File: src/verilog/spi_port_defs.svh
/*
  Constants of the serial port: control and prescaler field positions, reset values,
  rate bases and byte framing. Assumes inclusion by bare name from the design file.
*/
`ifndef SPI_PORT_DEFS_SVH
`define SPI_PORT_DEFS_SVH

// ----------------------------------------
// control register fields
// ----------------------------------------
`define CR_IRQ_ENABLE   7
`define CR_PIN_OE       6
`define CR_IRQ_SEL      5
`define CR_CTRL_SEL     4
`define CR_IDLE_LEVEL   3
`define CR_PHASE        2
`define CR_RATE_HI      1
`define CR_RATE_LO      0
`define CR_RESET        8'h00

// ----------------------------------------
// clock divider register fields
// ----------------------------------------
`define PR_HALF_RATE    3
`define PR_PRESC_HI     2
`define PR_PRESC_LO     0
`define PR_RESET        4'h0

// ----------------------------------------
// half-period bases for the rate codes (divide by 2, 4, 16, 32)
// ----------------------------------------
`define RATE_HALF_00    9'h001
`define RATE_HALF_01    9'h002
`define RATE_HALF_10    9'h008
`define RATE_HALF_11    9'h010

// ----------------------------------------
// framing and buffering
// ----------------------------------------
`define EDGES_PER_BYTE  5'h10
`define DATA_W          8
`define RX_FIFO_DEPTH   8

`endif

File: src/verilog/spi_types_pkg.sv
/*
  Types shared by the serial port design. Assumes nothing of its surroundings.
*/
package spi_types_pkg;
  typedef enum {
    xf_idle,
    xf_controller,
    xf_target
  } xfer_state_t;
endpackage

File: src/verilog/spi_master_slave_port.sv
/*
  Full-duplex byte-wide serial port, controller or target, with a receive stream FIFO.
  Assumes all pin inputs and software strobes are synchronous to clk; strobes are
  one-cycle pulses and ce low freezes every flip-flop.
*/
`timescale 1ns/1ps
`include "spi_port_defs.svh"

// ----------------------------------------
// receive stream fifo
// ----------------------------------------
module rx_stream_fifo #(
  parameter int WIDTH = 8,
  parameter int DEPTH = 8
) (
  input  wire logic             clk,
  input  wire logic             rst,
  input  wire logic             ce,
  input  wire logic             in_valid,
  input  wire logic [WIDTH-1:0] in_data,
  output logic                  in_ready,
  output logic                  out_valid,
  output logic      [WIDTH-1:0] out_data,
  input  wire logic             out_ready
);
  localparam int AW = $clog2(DEPTH);

  logic [WIDTH-1:0] mem_q [DEPTH];
  logic [AW-1:0]    wr_ptr_q, wr_ptr_d;
  logic [AW-1:0]    rd_ptr_q, rd_ptr_d;
  logic [AW:0]      cnt_q,    cnt_d;
  logic             ov_q,     ov_d;
  logic [WIDTH-1:0] od_q,     od_d;
  logic             push;
  logic             pop;

  // the output stage is a register so the consumer sees flop outputs
  assign in_ready  = (cnt_q != (AW+1)'(DEPTH));
  assign out_valid = ov_q;
  assign out_data  = od_q;

  always_comb begin
    wr_ptr_d = wr_ptr_q;
    rd_ptr_d = rd_ptr_q;
    ov_d     = ov_q;
    od_d     = od_q;
    push     = in_valid && in_ready;
    pop      = (cnt_q != '0) && (!ov_q || out_ready);
    if (ov_q && out_ready) begin
      ov_d = 1'b0;
    end
    if (pop) begin
      od_d     = mem_q[rd_ptr_q];
      ov_d     = 1'b1;
      rd_ptr_d = rd_ptr_q + 1'b1;
    end
    if (push) begin
      wr_ptr_d = wr_ptr_q + 1'b1;
    end
    cnt_d = cnt_q + {{AW{1'b0}}, push} - {{AW{1'b0}}, pop};
  end

  always_ff @(posedge clk) begin
    if (rst) begin
      wr_ptr_q <= '0;
      rd_ptr_q <= '0;
      cnt_q    <= '0;
      ov_q     <= 1'b0;
      od_q     <= '0;
    end else if (ce) begin
      wr_ptr_q <= wr_ptr_d;
      rd_ptr_q <= rd_ptr_d;
      cnt_q    <= cnt_d;
      ov_q     <= ov_d;
      od_q     <= od_d;
    end
  end

  always_ff @(posedge clk) begin
    if (ce && push) begin
      mem_q[wr_ptr_q] <= in_data;
    end
  end
endmodule

// ----------------------------------------
// serial port
// ----------------------------------------
module spi_master_slave_port (
  input  wire logic       clk,
  input  wire logic       rst,
  input  wire logic       ce,
  input  wire logic       data_buffer_wr,
  input  wire logic       data_buffer_rd,
  input  wire logic [7:0] data_buffer_wdata,
  input  wire logic       control_reg_wr,
  input  wire logic [7:0] control_reg_wdata,
  input  wire logic       clock_divider_wr,
  input  wire logic [3:0] clock_divider_wdata,
  input  wire logic       status_reg_access,
  input  wire logic       sck_pin,
  input  wire logic       mosi_pin,
  input  wire logic       miso_pin,
  input  wire logic       slave_select_n,
  input  wire logic       rx_stream_ready,
  output logic            sck_drive,
  output logic            sck_drive_en,
  output logic            mosi_drive,
  output logic            mosi_drive_en,
  output logic            miso_drive,
  output logic            miso_drive_en,
  output logic [7:0]      data_buffer_rdata,
  output logic [7:0]      control_reg_rdata,
  output logic            transfer_done_flag,
  output logic            write_collision_flag,
  output logic            mode_fault_flag,
  output logic            irq,
  output logic            rx_stream_valid,
  output logic [7:0]      rx_stream_data
);
  spi_types_pkg::xfer_state_t xs_q, xs_d;

  logic [7:0] cr_q,    cr_d;
  logic [3:0] pr_q,    pr_d;
  logic [4:0] edge_q,  edge_d;
  logic [8:0] div_q,   div_d;
  logic [7:0] shift_q, shift_d;
  logic [7:0] rx_q,    rx_d;
  logic       out_q,   out_d;
  logic       sck_q,   sck_d;
  logic       sck_oe_q, sck_oe_d;
  logic       miso_oe_q, miso_oe_d;
  logic       done_q,  done_d;
  logic       write_collision_flag_q,  write_collision_flag_d;
  logic       mode_fault_flag_q,  mode_fault_flag_d;
  logic       seen_q,  seen_d;
  logic       mseen_q, mseen_d;
  logic       irq_q,   irq_d;
  logic       sck_prev_q;
  logic [4:0] tog_q,   tog_d;

  logic       ctrl;
  logic       clock_phase_select;
  logic [8:0] base;
  logic [8:0] half_w;
  logic       tick;
  logic       stall;
  logic       tgt_edge;
  logic       busy;
  logic       wr_blocked;
  logic       wr_ok;
  logic       collision;
  logic       edge_go;
  logic       done_evt;
  logic [4:0] k;
  logic       sin;
  logic       fifo_rdy;

  assign ctrl = cr_q[`CR_CTRL_SEL];
  assign clock_phase_select = cr_q[`CR_PHASE];

  // ----------------------------------------
  // bit clock generation
  // ----------------------------------------
  always_comb begin
    unique case (cr_q[`CR_RATE_HI:`CR_RATE_LO])
      2'h0: base = `RATE_HALF_00;
      2'h1: base = `RATE_HALF_01;
      2'h2: base = `RATE_HALF_10;
      2'h3: base = `RATE_HALF_11;
    endcase
    half_w = 9'(base * ({6'h00, pr_q[`PR_PRESC_HI:`PR_PRESC_LO]} + 9'h001));
    if (pr_q[`PR_HALF_RATE]) begin
      half_w = {half_w[7:0], 1'b0};
    end
  end

  assign tick     = (div_q == half_w - 9'h001);
  // a full fifo holds the last edge so no controller byte is lost
  assign stall    = (edge_q == `EDGES_PER_BYTE - 5'h01) && !fifo_rdy;
  assign tgt_edge = !ctrl && !slave_select_n && (sck_pin != sck_prev_q);
  // phase set lets select stay low across bytes, so only edges mark activity
  assign busy     = (xs_q == spi_types_pkg::xf_controller) ||
                    (!ctrl && (clock_phase_select ? (edge_q != 5'h00) : !slave_select_n));
  assign wr_blocked = done_q && !seen_q;
  assign wr_ok      = data_buffer_wr && !wr_blocked && !busy;
  assign collision  = data_buffer_wr && !wr_blocked && busy;
  assign k          = edge_q + 5'h01;
  assign sin        = ctrl ? miso_pin : mosi_pin;

  // ----------------------------------------
  // transfer engine and software state
  // ----------------------------------------
  always_comb begin
    xs_d     = xs_q;
    edge_d   = edge_q;
    div_d    = div_q;
    shift_d  = shift_q;
    out_d    = out_q;
    sck_d    = (xs_q == spi_types_pkg::xf_controller) ? sck_q : cr_q[`CR_IDLE_LEVEL];
    edge_go  = 1'b0;
    done_evt = 1'b0;
    tog_d    = (sck_d != sck_q) ? tog_q + 5'h01 : tog_q;
    unique case (xs_q)
      spi_types_pkg::xf_idle: begin
        if (ctrl) begin
          if (wr_ok && cr_q[`CR_PIN_OE]) begin
            shift_d = data_buffer_wdata;
            out_d   = data_buffer_wdata[7];
            edge_d  = 5'h00;
            div_d   = 9'h000;
            tog_d   = 5'h00;
            xs_d    = spi_types_pkg::xf_controller;
          end
        end else begin
          if (wr_ok) begin
            shift_d = data_buffer_wdata;
          end
          if (!slave_select_n && !clock_phase_select) begin
            out_d = shift_d[7];
          end
          edge_go = tgt_edge;
        end
      end
      spi_types_pkg::xf_controller: begin
        if (!ctrl) begin
          xs_d   = spi_types_pkg::xf_idle;
          edge_d = 5'h00;
        end else if (tick && !stall) begin
          div_d   = 9'h000;
          sck_d   = ~sck_q;
          tog_d   = tog_q + 5'h01;
          edge_go = 1'b1;
        end else if (!tick) begin
          div_d = div_q + 9'h001;
        end
      end
      spi_types_pkg::xf_target: begin
        if (ctrl || (slave_select_n && !clock_phase_select) || slave_select_n) begin
          xs_d   = spi_types_pkg::xf_idle;
          edge_d = 5'h00;
        end else begin
          edge_go = tgt_edge;
        end
      end
    endcase
    if (edge_go) begin
      edge_d = k;
      if (!ctrl) begin
        xs_d = spi_types_pkg::xf_target;
      end
      // sample edges are odd with phase clear, even with phase set
      if (k[0] ^ clock_phase_select) begin
        shift_d = {shift_q[6:0], sin};
      end else begin
        out_d = shift_q[7];
      end
      if (k == `EDGES_PER_BYTE) begin
        done_evt = 1'b1;
        edge_d   = 5'h00;
        xs_d     = spi_types_pkg::xf_idle;
      end
    end
  end

  always_comb begin
    cr_d    = cr_q;
    pr_d    = pr_q;
    done_d  = done_q;
    write_collision_flag_d  = write_collision_flag_q;
    mode_fault_flag_d  = mode_fault_flag_q;
    seen_d  = seen_q;
    mseen_d = mseen_q;
    rx_d    = rx_q;
    if (status_reg_access && (done_q || write_collision_flag_q)) begin
      seen_d = 1'b1;
    end
    if ((data_buffer_wr || data_buffer_rd) && seen_q) begin
      done_d = 1'b0;
      write_collision_flag_d = 1'b0;
      seen_d = 1'b0;
    end
    if (collision) begin
      write_collision_flag_d = 1'b1;
    end
    if (done_evt) begin
      done_d = 1'b1;
      if (!done_q) begin
        rx_d = shift_d;
      end
    end
    if (status_reg_access && mode_fault_flag_q) begin
      mseen_d = 1'b1;
    end
    if (control_reg_wr) begin
      cr_d = control_reg_wdata;
      if (mode_fault_flag_q && !mseen_q) begin
        cr_d[`CR_PIN_OE]   = cr_q[`CR_PIN_OE];
        cr_d[`CR_CTRL_SEL] = cr_q[`CR_CTRL_SEL];
      end
      if (mseen_q) begin
        mode_fault_flag_d  = 1'b0;
        mseen_d = 1'b0;
      end
    end
    if (clock_divider_wr) begin
      pr_d = clock_divider_wdata;
    end
    if (ctrl && !slave_select_n) begin
      mode_fault_flag_d             = 1'b1;
      cr_d[`CR_PIN_OE]   = 1'b0;
      cr_d[`CR_CTRL_SEL] = 1'b0;
    end
    irq_d     = cr_d[`CR_IRQ_ENABLE] && cr_d[`CR_IRQ_SEL] && (done_d ^ mode_fault_flag_d);
    sck_oe_d  = cr_d[`CR_PIN_OE] && cr_d[`CR_CTRL_SEL];
    miso_oe_d = cr_d[`CR_PIN_OE] && !cr_d[`CR_CTRL_SEL] && !slave_select_n;
  end

  always_ff @(posedge clk) begin
    if (rst) begin
      xs_q       <= spi_types_pkg::xf_idle;
      cr_q       <= `CR_RESET;
      pr_q       <= `PR_RESET;
      edge_q     <= 5'h00;
      div_q      <= 9'h000;
      shift_q    <= 8'h00;
      rx_q       <= 8'h00;
      out_q      <= 1'b0;
      sck_q      <= 1'b0;
      sck_oe_q   <= 1'b0;
      miso_oe_q  <= 1'b0;
      done_q     <= 1'b0;
      write_collision_flag_q     <= 1'b0;
      mode_fault_flag_q     <= 1'b0;
      seen_q     <= 1'b0;
      mseen_q    <= 1'b0;
      irq_q      <= 1'b0;
      sck_prev_q <= 1'b0;
      tog_q      <= 5'h00;
    end else if (ce) begin
      xs_q       <= xs_d;
      cr_q       <= cr_d;
      pr_q       <= pr_d;
      edge_q     <= edge_d;
      div_q      <= div_d;
      shift_q    <= shift_d;
      rx_q       <= rx_d;
      out_q      <= out_d;
      sck_q      <= sck_d;
      sck_oe_q   <= sck_oe_d;
      miso_oe_q  <= miso_oe_d;
      done_q     <= done_d;
      write_collision_flag_q     <= write_collision_flag_d;
      mode_fault_flag_q     <= mode_fault_flag_d;
      seen_q     <= seen_d;
      mseen_q    <= mseen_d;
      irq_q      <= irq_d;
      sck_prev_q <= sck_pin;
      tog_q      <= tog_d;
    end
  end

  // ----------------------------------------
  // receive stream
  // ----------------------------------------
  // target bytes cannot be held back, so a full fifo drops them from the stream only
  rx_stream_fifo #(
    .WIDTH (`DATA_W),
    .DEPTH (`RX_FIFO_DEPTH)
  ) u_rx_fifo (
    .clk       (clk),
    .rst       (rst),
    .ce        (ce),
    .in_valid  (done_evt),
    .in_data   (shift_d),
    .in_ready  (fifo_rdy),
    .out_valid (rx_stream_valid),
    .out_data  (rx_stream_data),
    .out_ready (rx_stream_ready)
  );

  assign sck_drive            = sck_q;
  assign sck_drive_en         = sck_oe_q;
  assign mosi_drive           = out_q;
  assign mosi_drive_en        = sck_oe_q;
  assign miso_drive           = out_q;
  assign miso_drive_en        = miso_oe_q;
  assign data_buffer_rdata    = rx_q;
  assign control_reg_rdata    = cr_q;
  assign transfer_done_flag   = done_q;
  assign write_collision_flag = write_collision_flag_q;
  assign mode_fault_flag      = mode_fault_flag_q;
  assign irq                  = irq_q;

  // ----------------------------------------
  // assertions
  // ----------------------------------------
  property p_start;
    @(posedge clk) disable iff (rst || !ce)
    (xs_q == spi_types_pkg::xf_idle && ctrl && wr_ok && cr_q[`CR_PIN_OE])
      |=> (xs_q == spi_types_pkg::xf_controller) && (shift_q == $past(data_buffer_wdata));
  endproperty
  a_start: assert property (p_start) else $error("controller write did not start");

  property p_msb;
    @(posedge clk) disable iff (rst || !ce)
    (xs_q == spi_types_pkg::xf_idle && ctrl && wr_ok && cr_q[`CR_PIN_OE])
      |=> mosi_drive == $past(data_buffer_wdata[7]);
  endproperty
  a_msb: assert property (p_msb) else $error("first data bit is not the msb");

  property p_rate;
    @(posedge clk) disable iff (rst || !ce)
    (xs_q == spi_types_pkg::xf_controller && ctrl && !tick) |=> $stable(sck_drive);
  endproperty
  a_rate: assert property (p_rate) else $error("clock moved before divider expired");

  property p_fast;
    @(posedge clk) disable iff (rst || !ce)
    (xs_q == spi_types_pkg::xf_controller && ctrl && half_w == 9'h001 && !stall)
      |=> sck_drive != $past(sck_drive);
  endproperty
  a_fast: assert property (p_fast) else $error("divide by two rate not kept");

  property p_pulses;
    @(posedge clk) disable iff (rst || !ce)
    (done_evt && xs_q == spi_types_pkg::xf_controller) |=> tog_q == 5'h10;
  endproperty
  a_pulses: assert property (p_pulses) else $error("byte not sixteen clock edges");

  property p_irq;
    @(posedge clk) disable iff (rst || !ce)
    (done_evt && !mode_fault_flag_q && cr_q[`CR_IRQ_ENABLE] && cr_q[`CR_IRQ_SEL] && !control_reg_wr
      && !(ctrl && !slave_select_n)) |=> irq && transfer_done_flag;
  endproperty
  a_irq: assert property (p_irq) else $error("done without interrupt");

  property p_rxbuf;
    @(posedge clk) disable iff (rst || !ce)
    (done_evt && !done_q) |=> data_buffer_rdata == shift_q;
  endproperty
  a_rxbuf: assert property (p_rxbuf) else $error("receive buffer not loaded");

  property p_clear;
    @(posedge clk) disable iff (rst || !ce)
    (done_q && seen_q && data_buffer_rd && !done_evt) |=> !transfer_done_flag;
  endproperty
  a_clear: assert property (p_clear) else $error("done flag not cleared");

  property p_ignore;
    @(posedge clk) disable iff (rst || !ce)
    (data_buffer_wr && done_q && !seen_q && xs_q == spi_types_pkg::xf_idle && !edge_go)
      |=> $stable(shift_q) && !(write_collision_flag_q && !$past(write_collision_flag_q));
  endproperty
  a_ignore: assert property (p_ignore) else $error("write taken while done set");

  property p_idle;
    @(posedge clk) disable iff (rst || !ce)
    (xs_q == spi_types_pkg::xf_idle && $past(xs_q == spi_types_pkg::xf_idle)
      && $stable(cr_q[`CR_IDLE_LEVEL])) |-> sck_drive == cr_q[`CR_IDLE_LEVEL];
  endproperty
  a_idle: assert property (p_idle) else $error("clock not at idle level");

  property p_write_collision_flag;
    @(posedge clk) disable iff (rst || !ce)
    collision |=> write_collision_flag && (edge_q == $past(edge_d));
  endproperty
  a_write_collision_flag: assert property (p_write_collision_flag) else $error("collision not flagged");

  property p_fault;
    @(posedge clk) disable iff (rst || !ce)
    (ctrl && !slave_select_n) |=> mode_fault_flag && !control_reg_rdata[`CR_CTRL_SEL]
      && !control_reg_rdata[`CR_PIN_OE] && !sck_drive_en;
  endproperty
  a_fault: assert property (p_fault) else $error("mode fault not taken");

  property p_refuse;
    @(posedge clk) disable iff (rst || !ce)
    (mode_fault_flag_q && !mseen_q && control_reg_wr) |=> !control_reg_rdata[`CR_CTRL_SEL] && mode_fault_flag;
  endproperty
  a_refuse: assert property (p_refuse) else $error("enable set during fault");

  property p_keep;
    @(posedge clk) disable iff (rst || !ce)
    (done_evt && done_q) |=> $stable(data_buffer_rdata);
  endproperty
  a_keep: assert property (p_keep) else $error("later byte overwrote buffer");

  c_ctrl_byte: cover property (@(posedge clk) done_evt && ctrl);
  c_tgt_byte:  cover property (@(posedge clk) done_evt && !ctrl);
  c_collision: cover property (@(posedge clk) collision);
  c_fault:     cover property (@(posedge clk) ctrl && !slave_select_n);
endmodule

File: config.mk
export PLATFORM = sky130hd
export DESIGN_NAME = spi_master_slave_port
export DESIGN_NICKNAME = d
export VERILOG_FILES = /design/src/verilog/spi_types_pkg.sv /design/src/verilog/spi_master_slave_port.sv
export VERILOG_INCLUDE_DIRS = /design/src /design/src/verilog
export SDC_FILE = /design/constraint.sdc
export NUM_CORES = 1
export LEC_CHECK = 0
export BUFFER_PORTS_ARGS = -buffer_cell sky130_fd_sc_hd__buf_4
export CAP_MARGIN = 30
export CORE_MARGIN = 3
export CORE_UTILIZATION = 45
export CTS_CLUSTER_SIZE = 25
export DETAILED_ROUTE_END_ITERATION = 12
export GPL_TIMING_DRIVEN = 0
export SLEW_MARGIN = 20
export SYNTH_ARGS = -nofsm -noshare
export SYNTH_HDL_FRONTEND = slang
export SYNTH_SLANG_ARGS = --single-unit
File: constraint.sdc
create_clock -name clk -period 6.5 [get_ports clk]
set_input_delay 0.65 -clock clk [delete_from_list [all_inputs] [get_ports clk]]
set_output_delay 0.65 -clock clk [all_outputs]
set_load 0.03 [all_outputs]
==> flow_metrics.py <==
metrics = {
    "sta": {
        "final.setup_skew_ns": 0.0141,
        "setup_total_negative_slack_ns": 0,
        "timing.final.crit_share_pct": 91.5,
        "report.final.hold_viol_count": 0,
        "tightest_slew_ns": 0.842,
        "setup_viol": 0,
        "holdWs_ns": 0.460,
        "fmax_mhz": 168,
        "worst_slew_margin_rel_pct": 43.8,
        "period_minus_slack_ns": 5.95,
        "timing.final.max_slew_violations": 0,
        "rsz_0062_raised_after_global_routing": "no",
    },
    "layout": {
        "nNetsFinal": 949,
        "antennaDiodeCount": 0,
        "layout-area-overhead-vs-synth_pct": 17.3,
        "multi_input_gate_area_in_the_final_layout_um2": 3940,
        "most-common-layout-cells": "sky130_fd_sc_hd__dfxtp_1 (104), sky130_fd_sc_hd__nor2_1 (79), sky130_fd_sc_hd__buf_4 (68)",
        "layout_commonest_cell": "sky130_fd_sc_hd__dfxtp_1",
        "n_fill_cell": 1555,
        "final_design_area_no_fill_um2": 9670,
        "post_route_cells_drive_above_1_share_pct": 18.3,
        "seqCellArea_um2": 4000,
    },
    "setup_path": {
        "critical_path.startpoint": "control_reg_rdata[1]",
        "worst-path-max-fanout": 9,
        "r2r.worst_path.cells": 18,
        "criticalPathCategory": "register to register",
        "r2r-end": "u_rx_fifo.mem_q[6][7]",
        "timing.critical_path.required_ns": 6.56,
        "worst_setup_path_start_kind": "register",
        "worst_r2r_startpoint": "control_reg_rdata[1]",
        "timing.critical_path.to": "u_rx_fifo.mem_q[6][7]",
        "worst-endpoint-arrival_ns": 6.00,
        "timing.critical_path.to_type": "register",
        "setup.reg_to_reg.worst_slack_ns": 0.55,
    },
    "detailed_routing": {
        "wirelength_um": 19300,
        "m1WireLength_um": 8590,
        "vias_after_detailed_routing": 6275,
        "drcViolationCount": 0,
        "detail_route.first_pass.iterations": 5,
        "routed.top_layer": "met4",
        "routed_wire_length_per_instance_um": 17.2,
        "met2RoutedLength_um": 9370,
        "initialDrtViolationCount": 413,
        "route.met3.wl_um": 994,
        "detail-route-antenna-nets": 0,
        "viasPerCell": 5.59,
    },
    "run": {
        "max_cap_viol_count": 0,
    },
    "pwr": {
        "p_per_area_nw_per_um2": 286,
        "power.leakage_nw": 3.87,
        "power.ir.vdd_worst_uv": 243,
        "total_chip_power_mw": 2.77,
    },
    "die": {
        "design.portCount": 68,
        "die_height_um": 141,
        "core.rowCount": 48,
        "initial_utilization_pct": 46.9,
        "die_area_um2": 20000,
        "die-width_um": 141,
        "floorplan.core_area_um2": 17600,
    },
    "yosys": {
        "avgSynthCellArea_um2": 10.4,
        "syn_nets": 861,
        "yosysWarningCount": 0,
        "async_reset_ff_share_pct": 0,
        "leading_register_cell_type_out_of_synthesis": "sky130_fd_sc_hd__dfxtp_1",
        "seq_area_frac_synth_pct": 48.6,
        "synth_enable_flop_cells": 64,
        "synth_cells": 796,
        "synth_area_um2": 8240,
        "synth.ff_latch_count": 168,
        "synth_cell_type_count": 79,
    },
    "clock_tree": {
        "clkTransAtPathRegs_ns": 0.07,
        "htree_num_levels": 4,
        "ctsResizeCount": 0,
        "cts_hold_repair.buffers": 0,
        "cts_root_buf": "sky130_fd_sc_hd__clkbuf_16",
        "clkSinkCount": 168,
        "clk-insertion-delay-late_ns": 0.43,
        "cts_made_buffers": 17,
        "post-cts-setup-buffer-count": 0,
        "cts_buffer_depth": 2,
        "cts_tree": "built",
    },
    "global_routing": {
        "gr-usage-all-layers_pct": 19.9,
        "grt_start_max_net_pins": 19,
        "antenna_violations_before_repair": 0,
        "number_of_global_route_vias_before_repair": 6126,
        "grt_remaining_overflow": 0,
        "grt_first_pass_wirelength_um": 31700,
    },
    "placement": {
        "place.gp.congestion": 0.870,
        "hpwl_detailed_um": 14500,
        "io_buffer_count": 64,
        "placed_area_um2": 9050,
    },
    "status": {
        "status": "finished clean",
    },
    "worst_hold_path": {
        "hold_path_class": "register to register",
    },
}
[area by class of cell]
type	instances	share of cell area, %
tap	225	2.91
multi-input combinational	545	40.7
clock inverter	15	1.90
timing repair buffer	69	5.23
inverter	41	1.59
sequential	168	41.4
buffer	42	1.85
clock buffer	17	4.40
[where the power goes]
| part | internal [mW] | switching [mW] | total, mW |
|---|---|---|---|
| sequential | 1.14 | 0.0277 | 1.17 |
| combinational | 0.249 | 0.336 | 0.585 |
| clock | 0.551 | 0.463 | 1.01 |
[how the worst min path moves through the flow]
| stage | from | to | slack [ns] | depth (start not counted) |
|---|---|---|---|---|
| floorplan | xs_q[11] | xs_q[11] | 0.43 | 1 |
| global placement | xs_q[6] | xs_q[6] | 0.44 | 1 |
| detailed placement | xs_q[29] | xs_q[29] | 0.44 | 1 |
| CTS | xs_q[29] | xs_q[29] | 0.46 | 1 |
| global route | xs_q[13] | xs_q[13] | 0.48 | 1 |
| finish | xs_q[6] | xs_q[6] | 0.46 | 1 |
[per-stage QoR]
stage                     cells  utilization, %  setup slack, ns
after global routing       1122            54.9          0.00360
after detailed placement   1088            51.4            0.516
after floorplan             796               -            0.937
after CTS                  1120            54.9            0.508
final                      1122            54.9            0.552
after global placement     1085            51.2           0.0199
[cell usage after synthesis (9+ instances only)]
| cell type | n | share of area [%] |
|---|---|---|
| sky130_fd_sc_hd__mux4_2 | 16 | 4.4 |
| sky130_fd_sc_hd__and2_1 | 34 | 2.6 |
| sky130_fd_sc_hd__clkbuf_1 | 25 | 1.1 |
| sky130_fd_sc_hd__ha_1 | 29 | 4.4 |
| sky130_fd_sc_hd__o22ai_1 | 15 | 1.1 |
| sky130_fd_sc_hd__dfxtp_1 | 104 | 25 |
| sky130_fd_sc_hd__nand2_1 | 52 | 2.4 |
| sky130_fd_sc_hd__nand3_1 | 21 | 1.3 |
| sky130_fd_sc_hd__nor3_1 | 20 | 1.2 |
| sky130_fd_sc_hd__inv_1 | 40 | 1.8 |
| sky130_fd_sc_hd__a21oi_1 | 39 | 2.4 |
| sky130_fd_sc_hd__nor4_1 | 14 | 1.1 |
| sky130_fd_sc_hd__a22oi_1 | 13 | 1.2 |
| sky130_fd_sc_hd__nor2_1 | 79 | 3.6 |
| sky130_fd_sc_hd__edfxtp_1 | 64 | 23 |
| sky130_fd_sc_hd__nand2b_1 | 16 | 1.2 |
| sky130_fd_sc_hd__xor2_1 | 9 | 0.96 |
| sky130_fd_sc_hd__o21ai_0 | 30 | 1.8 |
| sky130_fd_sc_hd__mux2i_1 | 29 | 3.5 |
[kinds of logic after synthesis]
logic type      synth area share (%)
mux                             8.30
fa+ha+maj                       5.13
buf+inv                         4.04
compound gates                  12.4
flops                           48.6
simple gates                    19.1
xor+xnor                        2.47
[flip-flops by register name, indices dropped and copies added (netlist names)]
| signal | count |
|---|---|
| u_rx_fifo.mem_q | 64 |
| xs_q | 32 |
| div_q | 9 |
| control_reg_rdata | 8 |
| data_buffer_rdata | 8 |
| shift_q | 8 |
| u_rx_fifo.out_data | 8 |
| edge_q | 5 |
| pr_q | 4 |
| u_rx_fifo.cnt_q | 4 |
| u_rx_fifo.rd_ptr_q | 3 |
| u_rx_fifo.wr_ptr_q | 3 |
| irq | 1 |
| miso_drive | 1 |
| miso_drive_en | 1 |
| mode_fault_flag | 1 |
| mosi_drive_en | 1 |
| mseen_q | 1 |
| sck_drive | 1 |
| sck_prev_q | 1 |
| seen_q | 1 |
| transfer_done_flag | 1 |
| u_rx_fifo.out_valid | 1 |
| write_collision_flag | 1 |
[worst max-delay path, stage by stage (launching register included)]
cell and delay, ns:
sky130_fd_sc_hd__dfxtp_1 0.34, sky130_fd_sc_hd__clkbuf_1 0.37, sky130_fd_sc_hd__nand2b_1 0.23, sky130_fd_sc_hd__nor2_1 0.07, sky130_fd_sc_hd__ha_1 0.27, sky130_fd_sc_hd__inv_1 0.04
sky130_fd_sc_hd__fa_1 0.47, sky130_fd_sc_hd__inv_1 0.04, sky130_fd_sc_hd__ha_1 0.33, sky130_fd_sc_hd__a211oi_1 0.52, sky130_fd_sc_hd__nor2_1 0.16, sky130_fd_sc_hd__o311ai_0 0.37
sky130_fd_sc_hd__o221a_2 0.26, sky130_fd_sc_hd__xor2_1 0.17, sky130_fd_sc_hd__o211ai_2 0.21, sky130_fd_sc_hd__o31ai_4 0.53, sky130_fd_sc_hd__and2_4 0.27, sky130_fd_sc_hd__nand4_1 0.22
sky130_fd_sc_hd__nor3b_2 0.70
[per-layer routing]
layer / vias up / track usage (%)
met3: 22 / 4.58
met5: - / 0
li1: 3069 / -
met2: 156 / 32.9
met1: 3028 / 26.2
met4: 0 / 5.81
(Power assumes the default switching activity.)
